$ cat config.mk
export PLATFORM = sky130hd
export DESIGN_NAME = strap_pin_control
export DESIGN_NICKNAME = d
export VERILOG_FILES = /design/src/strap_pins_pkg.sv /design/src/led_serializer.sv /design/src/strap_pin_control.sv
export SDC_FILE = /design/constraint.sdc
export NUM_CORES = 1
export LEC_CHECK = 0
export ABC_AREA = 0
export BUFFER_PORTS_ARGS = -buffer_cell sky130_fd_sc_hd__buf_4
export CAP_MARGIN = 20
export CORE_ASPECT_RATIO = 0.75
export CORE_MARGIN = 2
export CORE_UTILIZATION = 54
export CTS_BUF_LIST = sky130_fd_sc_hd__clkbuf_8 sky130_fd_sc_hd__clkbuf_16
export DETAILED_ROUTE_END_ITERATION = 10
export PLACE_DENSITY = 0.84
export SYNTH_ARGS = -nofsm -noshare
export SYNTH_HDL_FRONTEND = slang
export SYNTH_SLANG_ARGS = --single-unit
$ cat constraint.sdc
create_clock -name clock_i -period 3.3 [get_ports clock_i]
set_clock_uncertainty 0.15 [all_clocks]
set_input_delay 0.165 -clock clock_i [delete_from_list [all_inputs] [get_ports clock_i]]
set_output_delay 0.165 -clock clock_i [all_outputs]
set_load 0.005 [all_outputs]
$ cat src/strap_pins_pkg.sv
// constants shared by the strap and pin control logic
// assumes a single 100 MHz system clock and byte addressed avalon registers
package strap_pins_pkg;
   // clock and reset filter timing
   localparam int CLK_PERIOD_NS = 10;
   localparam int REF_CLK_MHZ = 20;
   localparam int RST_FILTER_REF_CYCLES = 30;
   localparam logic [5:0] RST_FILTER_COUNT = 6'(RST_FILTER_REF_CYCLES);
   // synchronised pin vector layout
   localparam int PIN_RST_N = 0;
   localparam int PIN_REF_CLK = 1;
   localparam int PIN_MGMT_STRAP = 2;
   localparam int PIN_LINK1 = 3;
   localparam int PIN_MDIO = 4;
   localparam int PIN_DUPLEX = 5;
   localparam int PIN_COUNT = 9;
   // register byte offsets
   localparam logic [7:0] REG_STATUS = 8'h00;
   localparam logic [7:0] REG_MASK = 8'h04;
   localparam logic [7:0] REG_STRAP = 8'h08;
   localparam logic [7:0] REG_LINK = 8'h0C;
   localparam logic [7:0] REG_LED_CTRL = 8'h10;
   // reset values
   localparam logic [7:0] MASK_RESET = 8'h00;
   localparam logic [7:0] LED_DIV_RESET = 8'h04;
   localparam logic [3:0] DUPLEX_RESET = 4'hF;
   // led frame
   localparam int LED_FRAME_BITS = 16;
   localparam logic [4:0] LED_FRAME_LAST = 5'h0F;
endpackage : strap_pins_pkg
$ cat src/led_serializer.sv
// serial led shifter: shifts a status frame out with its own shift clock
// assumes the frame word is stable for a whole frame; it is latched at start
`timescale 1ns/1ns
module led_serializer
   import strap_pins_pkg::*;
(
   // clock and reset
   input wire logic clock_i,
   input wire logic sys_rst_i,
   // control
   input wire logic enable_i,
   input wire logic [7:0] half_period_i,
   input wire logic [LED_FRAME_BITS-1:0] frame_i,
   // pins
   output logic led_shift_clock_o,
   output logic led_serial_out_o
);
   logic [7:0] div_count;
   logic [4:0] bit_index;
   logic [LED_FRAME_BITS-1:0] shift_word;
   wire half_done = (div_count >= half_period_i);
   wire falling_now = half_done & led_shift_clock_o;

   // divider and shifter; data changes on the falling edge so the
   // external registers see it settled at the rising edge
   always_ff @(posedge clock_i) begin
      if (sys_rst_i | ~enable_i) begin
         div_count <= 8'h00;
         bit_index <= 5'h00;
         shift_word <= frame_i;
         led_shift_clock_o <= 1'b0;
         led_serial_out_o <= 1'b0;
      end else if (half_done) begin
         div_count <= 8'h00;
         led_shift_clock_o <= ~led_shift_clock_o;
         if (falling_now) begin
            led_serial_out_o <= shift_word[LED_FRAME_BITS-1];
            shift_word <= (bit_index == LED_FRAME_LAST) ? frame_i
               : {shift_word[LED_FRAME_BITS-2:0], 1'b0};
            bit_index <= (bit_index == LED_FRAME_LAST) ? 5'h00 : bit_index + 5'h01;
         end
      end else begin
         div_count <= div_count + 8'h01;
      end
   end
endmodule : led_serializer

$ cat src/strap_pin_control.sv
// pin level control: reset filter, strap capture, shared management pins,
// link lost outputs, led serial port and an avalon register slave
// assumes core signals (link, jabber, management engine) are on clock_i
//
// Added by the designer: the placing of the registers and the Avalon-MM interface to the registers.
`timescale 1ns/1ns
module strap_pin_control
   import strap_pins_pkg::*;
(
   // clock and reset
   input wire logic clock_i,
   input wire logic sys_rst_i,
   // asynchronous pins
   input wire logic reset_pin_n_i,
   input wire logic ref_clock_in_i,
   input wire logic mgmt_strap_i,
   input wire logic [3:0] port_duplex_select_i,
   // management data pin
   input wire logic mdio_pin_i,
   output logic mdio_pin_o,
   output logic mdio_pin_oe_n_o,
   // interrupt pin
   output logic int_pin_o,
   output logic int_pin_oe_n_o,
   // link lost pins
   input wire logic link1_pin_i,
   output logic link1_pin_o,
   output logic link1_pin_oe_n_o,
   output logic link2_pin_o,
   // led pins
   output logic led_shift_clock_o,
   output logic led_serial_out_o,
   // core side
   input wire logic [3:0] link_lost_i,
   input wire logic [3:0] jabber_i,
   input wire logic mgmt_data_out_i,
   input wire logic mgmt_data_drive_i,
   input wire logic mgmt_ack_i,
   output logic mgmt_data_in_o,
   output logic device_reset_o,
   output logic mgmt_enabled_o,
   output logic rxd_idle_high_o,
   output logic [3:0] full_duplex_o,
   // avalon slave
   input wire logic [7:0] avs_address,
   input wire logic avs_read,
   input wire logic avs_write,
   input wire logic [31:0] avs_writedata,
   output logic [31:0] avs_readdata,
   output logic avs_waitrequest,
   output logic irq_o
);
   ////////////////////////////////////////////////////////////////////////
   // pin synchronisers

   logic [PIN_COUNT-1:0] sync1, sync2, sync3, pins;
   wire [PIN_COUNT-1:0] raw_pins = {port_duplex_select_i, mdio_pin_i, link1_pin_i,
      mgmt_strap_i, ref_clock_in_i, reset_pin_n_i};

   // a pin changes only once the last two stages agree
   function automatic logic [PIN_COUNT-1:0] agree(input logic [PIN_COUNT-1:0] a,
      input logic [PIN_COUNT-1:0] b, input logic [PIN_COUNT-1:0] held);
      agree = (a & b) | (held & (a | b));
   endfunction : agree

   // sync1 is read by sync2 only
   always_ff @(posedge clock_i) begin
      sync1 <= raw_pins;
      sync2 <= sync1;
      sync3 <= sync2;
   end

   // agreed pin levels; during system reset they load the last stage so
   // the straps caught in reset see the real pin levels, not defaults
   always_ff @(posedge clock_i) begin
      if (sys_rst_i) begin
         pins <= sync3;
      end else begin
         pins <= agree(sync2, sync3, pins);
      end
   end

   ////////////////////////////////////////////////////////////////////////
   // reset pin noise filter counted in reference clock edges

   logic ref_prev;
   logic [5:0] low_count;
   logic pin_reset;
   wire ref_rise = pins[PIN_REF_CLK] & ~ref_prev;
   wire rst_low = ~pins[PIN_RST_N];
   wire filter_done = (low_count > RST_FILTER_COUNT);
   wire [5:0] next_low_count = (~rst_low) ? 6'h00
      : (ref_rise & ~filter_done) ? low_count + 6'h01 : low_count;

   // short pulses never reach the count and are dropped
   always_ff @(posedge clock_i) begin
      if (sys_rst_i) begin
         ref_prev <= 1'b0;
         low_count <= 6'h00;
         pin_reset <= 1'b0;
      end else begin
         ref_prev <= pins[PIN_REF_CLK];
         low_count <= next_low_count;
         pin_reset <= rst_low & (filter_done | pin_reset);
      end
   end

   wire in_reset = sys_rst_i | pin_reset;
   assign device_reset_o = in_reset;

   ////////////////////////////////////////////////////////////////////////
   // strap capture; straps track the pins for as long as reset holds

   logic mgmt_en;
   logic link1_strap;
   logic [3:0] duplex_strap;
   logic [3:0] duplex_live;

   always_ff @(posedge clock_i) begin
      if (in_reset) begin
         mgmt_en <= pins[PIN_MGMT_STRAP];
         link1_strap <= pins[PIN_LINK1];
         duplex_strap <= pins[PIN_DUPLEX +: 4];
      end
   end

   // enhanced full duplex follows the pins after reset
   always_ff @(posedge clock_i) begin
      if (in_reset) begin
         duplex_live <= pins[PIN_DUPLEX +: 4];
      end else if (~mgmt_en) begin
         duplex_live <= pins[PIN_DUPLEX +: 4];
      end
   end

   wire [3:0] duplex_level = mgmt_en ? duplex_strap : duplex_live;
   assign full_duplex_o = ~duplex_level;
   assign mgmt_enabled_o = mgmt_en;
   assign rxd_idle_high_o = ~link1_strap;
   assign mgmt_data_in_o = pins[PIN_MDIO];

   ////////////////////////////////////////////////////////////////////////
   // events and interrupt state

   logic [3:0] link_prev, jabber_prev;
   logic [7:0] status, mask;
   logic int_pending;
   logic [7:0] led_div;
   logic led_en;
   wire [3:0] link_change = link_lost_i ^ link_prev;
   wire [3:0] jabber_rise = jabber_i & ~jabber_prev;
   wire [7:0] events = {jabber_rise, link_change};
   wire any_event = |events;

   // avalon handshake: one wait cycle, answer in the second
   logic bus_ack;
   wire bus_req = avs_read | avs_write;
   assign avs_waitrequest = bus_req & ~bus_ack;
   wire wr_take = avs_write & bus_ack;
   wire wr_status = wr_take & (avs_address == REG_STATUS);
   wire wr_mask = wr_take & (avs_address == REG_MASK);
   wire wr_led = wr_take & (avs_address == REG_LED_CTRL);
   wire [7:0] status_clear = wr_status ? avs_writedata[7:0] : 8'h00;
   // set wins over a clear in the same cycle
   wire [7:0] next_status = (status & ~status_clear) | events;
   assign irq_o = |(status & mask);

   always_ff @(posedge clock_i) begin
      if (in_reset) begin
         link_prev <= link_lost_i;
         jabber_prev <= jabber_i;
         status <= 8'h00;
         int_pending <= 1'b0;
      end else begin
         link_prev <= link_lost_i;
         jabber_prev <= jabber_i;
         status <= next_status;
         int_pending <= any_event | (int_pending & ~mgmt_ack_i);
      end
   end

   // software controls clear only on the system reset and survive a pin reset
   always_ff @(posedge clock_i) begin
      if (sys_rst_i) begin
         mask <= MASK_RESET;
         led_div <= LED_DIV_RESET;
         led_en <= 1'b1;
      end else begin
         if (wr_mask) begin
            mask <= avs_writedata[7:0];
         end
         if (wr_led) begin
            led_div <= avs_writedata[7:0];
            led_en <= avs_writedata[8];
         end
      end
   end

   ////////////////////////////////////////////////////////////////////////
   // register read path

   wire [31:0] rd_mux =
      (avs_address == REG_STATUS) ? {24'h000000, status} :
      (avs_address == REG_MASK) ? {24'h000000, mask} :
      (avs_address == REG_STRAP) ? {25'h0000000, int_pending, link1_strap, mgmt_en,
         duplex_strap} :
      (avs_address == REG_LINK) ? {24'h000000, full_duplex_o, link_lost_i} :
      (avs_address == REG_LED_CTRL) ? {23'h000000, led_en, led_div} : 32'h00000000;

   always_ff @(posedge clock_i) begin
      if (sys_rst_i) begin
         bus_ack <= 1'b0;
         avs_readdata <= 32'h00000000;
      end else begin
         bus_ack <= bus_req & ~bus_ack;
         avs_readdata <= rd_mux;
      end
   end

   ////////////////////////////////////////////////////////////////////////
   // shared pin drivers; registered so the pins never glitch

   always_ff @(posedge clock_i) begin
      if (in_reset) begin
         mdio_pin_o <= 1'b0;
         mdio_pin_oe_n_o <= 1'b1;
         int_pin_o <= 1'b0;
         int_pin_oe_n_o <= 1'b1;
         link1_pin_o <= 1'b0;
         link1_pin_oe_n_o <= 1'b1; // released so the strap can be read
         link2_pin_o <= 1'b0;
      end else begin
         if (mgmt_en) begin
            mdio_pin_o <= mgmt_data_out_i;
            mdio_pin_oe_n_o <= ~mgmt_data_drive_i;
            int_pin_o <= 1'b0;
            int_pin_oe_n_o <= ~int_pending;
         end else begin
            mdio_pin_o <= link_lost_i[3];
            mdio_pin_oe_n_o <= 1'b0;
            int_pin_o <= link_lost_i[2];
            int_pin_oe_n_o <= 1'b0;
         end
         link1_pin_o <= link_lost_i[0];
         link1_pin_oe_n_o <= 1'b0;
         link2_pin_o <= link_lost_i[1];
      end
   end

   ////////////////////////////////////////////////////////////////////////
   // serial led port

   led_serializer led_port (
      .clock_i(clock_i),
      .sys_rst_i(in_reset),
      .enable_i(led_en),
      .half_period_i(led_div),
      .frame_i({link_lost_i, jabber_i, full_duplex_o, status[3:0]}),
      .led_shift_clock_o(led_shift_clock_o),
      .led_serial_out_o(led_serial_out_o)
   );

   ////////////////////////////////////////////////////////////////////////
   // assertions

   mdio_link4_a: assert property (@(posedge clock_i) disable iff (in_reset)
      ~mgmt_en & ~$past(in_reset) |-> mdio_pin_o == $past(link_lost_i[3]) && !mdio_pin_oe_n_o)
      else $error("data pin does not show port 4 link lost");

   int_link3_a: assert property (@(posedge clock_i) disable iff (in_reset)
      ~mgmt_en & ~$past(in_reset) |-> int_pin_o == $past(link_lost_i[2]) && !int_pin_oe_n_o)
      else $error("interrupt pin does not show port 3 link lost");

   int_drive_a: assert property (@(posedge clock_i) disable iff (in_reset)
      mgmt_en & any_event |=> ##1 (!int_pin_oe_n_o && !int_pin_o))
      else $error("interrupt pin not pulled low after event");

   int_hold_a: assert property (@(posedge clock_i) disable iff (in_reset)
      int_pending & ~mgmt_ack_i |=> int_pending)
      else $error("pending interrupt dropped without acknowledge");

   event_set_a: assert property (@(posedge clock_i) disable iff (in_reset)
      $changed(link_lost_i) & ~$past(in_reset) |-> ##1 (status[3:0] != 4'h0 && int_pending))
      else $error("link change raised no event");

   link12_a: assert property (@(posedge clock_i) disable iff (in_reset)
      ~$past(in_reset) |-> link2_pin_o == $past(link_lost_i[1])
      && link1_pin_o == $past(link_lost_i[0]))
      else $error("port 1 or 2 link output wrong");

   short_reset_a: assert property (@(posedge clock_i) disable iff (sys_rst_i)
      pin_reset |-> low_count > RST_FILTER_COUNT && $past(rst_low))
      else $error("device reset without a long enough pin reset");

   straps_held_a: assert property (@(posedge clock_i) disable iff (in_reset)
      ~$past(in_reset) |-> $stable(duplex_strap) && $stable(link1_strap) && $stable(mgmt_en))
      else $error("straps changed outside reset");

   idle_level_a: assert property (@(posedge clock_i)
      pin_reset |=> rxd_idle_high_o == !$past(pins[PIN_LINK1]))
      else $error("idle level does not follow strap");

   duplex_live_a: assert property (@(posedge clock_i) disable iff (in_reset)
      ~mgmt_en |=> duplex_live == $past(pins[PIN_DUPLEX +: 4]))
      else $error("enhanced duplex not following pins");

   mgmt_strap_a: assert property (@(posedge clock_i)
      pin_reset |=> mgmt_en == $past(pins[PIN_MGMT_STRAP]))
      else $error("management strap not caught in reset");

endmodule : strap_pin_control

==> run metrics <==
Reg clk slew, reported paths=60 ps; most common cell after layout, fill and taps aside=dfxtp_1; row count=31; Hold Fails Final Rpt=0; Syn Area/Cell=10.7 um2; CTS Buf Count=17; register area share after synthesis=55.6%; Initial Util=55.6%; Max rail drop VDD=0.000645 V; First-pass DRT Iterations=5; Synth Warn #=0; Sw Share=23.3%; TritonCTS clock tree=done; FILL cells=661; ant diodes=0; Setup CP Type=reg -> reg; final WL=12600 um; synth top area cells=dfxtp_1 (41%), edfxtp_1 (15%), mux2i_1 (4.3%); highest achievable clock rate=0.352 GHz; H-tree levels=4; Setup Slack @ Placement=505 ps; Crit path largest cell delay=630 ps; core footprint=0.00966 mm2; Worst Setup End Kind=flip-flop; number of routed nets with antenna violations=0; CTS root buffer=clkbuf_16; worst path bufs/invs=2; IO Count=115; Setup TNS=0 ps; sequential share of power=46.3%; Lkg Pwr=2.87 nW; Routed wire per std cell=16.9 um; Final Util=70.0%; hold_ws=54.9 ps; post-synthesis instance total=503; Synth Cell Area=0.00537 mm2; register bit count reported by yosys=136; IO Port Bufs=68; GRT Total Usage=24.1%; Final Power=0.00398 W; Int Pwr=0.00305 W; Die Wd=119 um; via count=4080; Max-Cap Viols=0; share of cells above drive strength 1=20.6%; Min-Delay Path Class=in -> reg; Yosys top cell area share=41.0%; number of global-route vias before repair=4084; minimum clock period=2840 ps; final setup fails=0; Iter 0 DRT Violations=368; leading area contributor after synthesis=dfxtp_1; most frequent CP cell=inv_1; RSZ-0062 raised after global routing=false; Final period util=86.1%; WP data required=3200 ps; Post-synth EDFFs=26; critical path data arrival time=2740 ps; Synth Flop Type=dfxtp_1; clock sinks=136; Startpoint Class=flip-flop; Max Slew Vio Count=0; Top delay family on crit path=compound AO/OA/AOI/OAI gates; dpl hpwl=8320 um; PD cells=588 mW/mm2; crit-path max FO=16; DRC=0; clk_lat worst skew=420 ps; via/cell ratio=5.45; max_slew headroom=44.3%; Psw=0.000926 W; Worst Max-Slew Pin Slew=836 ps; slowest CP cell=o32ai_2; crit path cell chain=inv_1 -> ha_1 -> nand2b_1 -> a2111oi_4 -> o32ai_2 -> nor2_1 -> inv_1; commonest cells after routing, fill and taps aside=dfxtp_1 (110), buf_4 (69), nor2_1 (56); Total Die Area=0.0108 mm2; GPL Wtd Cong=0.902; # Post-CTS Setup Buffers=0; Clock Power Share=45.8%; post-route setup slack=459 ps; CTS Buffer Depth=2; Unique masters post-synth=51; initial antenna violation count=0; nets@finish=680; Area Growth Syn to Fin=26.1%; global-route wire length before repair=19800 um; grt ovf=0; largest net degree at the start of global routing=37; status=completed; chip height=90.3 um; asr flop ratio synth=0%; Comb power frac=7.9%
## repair_timing
item                                    in CTS  in global routing
resized for setup                            0                  0
hold buffers                                34                  0
endpoints found under the hold margin       57                  0
endpoints found under the setup margin       0                  0
## layout make-up
cell class	count	area, um2	area share (%)
flip-flops and latches	136	2980	44.1
clock inverters	15	151	2.24
well taps	132	165	2.44
multi-input cells	319	2080	30.8
inverters	27	101	1.50
repair buffers	103	858	12.7
clock buffers	17	425	6.29
## through the flow
stage / cell area [um2] / instances
final: 6770 / 749
after global routing: 6770 / 749
after CTS: 6770 / 749
after detailed placement: 5850 / 683
after global placement: 5850 / 683
after floorplan: 5450 / 525
## kinds of logic (layout without fill, tap and decap cells)
kind of cell	after synthesis	after routing	share of synthesized area, %
buffers and inverters	70	162	7.16
and+or+nand+nor	144	144	13.7
other	1	23	0.0699
xor gates and xnor gates	13	13	2.12
muxes	38	38	7.44
DFF	136	136	55.6
AOI/OAI and AO/OA	89	89	11.1
adders and majority gates	12	12	2.80
## flip-flops by register name, summed over array words and instances (netlist names), 4 cells and up
register / count
led_port.shift_word: 16
avs_readdata: 9
pins: 9
sync1: 9
sync2: 9
sync3: 9
led_div: 8
led_port.div_count: 8
mask: 8
status: 8
low_count: 6
led_port.bit_index: 5
duplex_live: 4
duplex_strap: 4
jabber_prev: 4
link_prev: 4
## worst paths after layout
kind | from | slack (ps) | depth (start not counted) | to
max | led_port.div_count[0] | 460 | 7 | led_port.shift_word[6]
min | mgmt_ack_i | 50 | 4 | int_pending
max reg2reg | led_port.div_count[0] | 460 | 7 | led_port.shift_word[6]
min reg2reg | sync1[2] | 180 | 0 | sync2[2]
## cell usage after synthesis, types with 2 or more instances
cell and number:
or3_1 3, buf_2 4, mux2i_1 23, mux2_2 15, edfxtp_1 26, nor4_4 2
and4_1 2, a22oi_1 10, or2_2 2, a21oi_1 23, nor3_1 15, xor2_1 9
ha_1 12, and2_1 4, o22ai_1 2, buf_4 29, dfxtp_1 110, nand2_1 26
and3_1 3, o2111ai_1 2, inv_1 27, o21a_1 3, nand3_1 10, a31oi_1 2
nand4_1 2, clkbuf_1 9, xnor2_1 4, o2bb2ai_1 4, nor2b_1 12, nor2_1 56
a22o_1 7, o21ai_0 26
## per-layer routing
metal,routed length (um),global-route usage [%],vias up
met2,6080,39.0,182
li1,-,-,1908
met3,1220,8.14,26
met5,0,0,-
met1,5050,29.0,1964
met4,296,11.2,0
## worst min-delay path: stages
cell	delay [ps]
buf_4	100
inv_1	50
a21oi_1	70
a41oi_1	190
## power by group through the flow
stage,combinational (W),sequential (W),clock (W)
after floorplan,0.000186,0.00185,0
after global placement,0.000262,0.00187,0
after detailed placement,0.000273,0.00187,0
after CTS,0.000308,0.00184,0.00184
after global routing,0.000340,0.00185,0.00191
final,0.000314,0.00184,0.00182
Power figures use the tool's default switching activity.
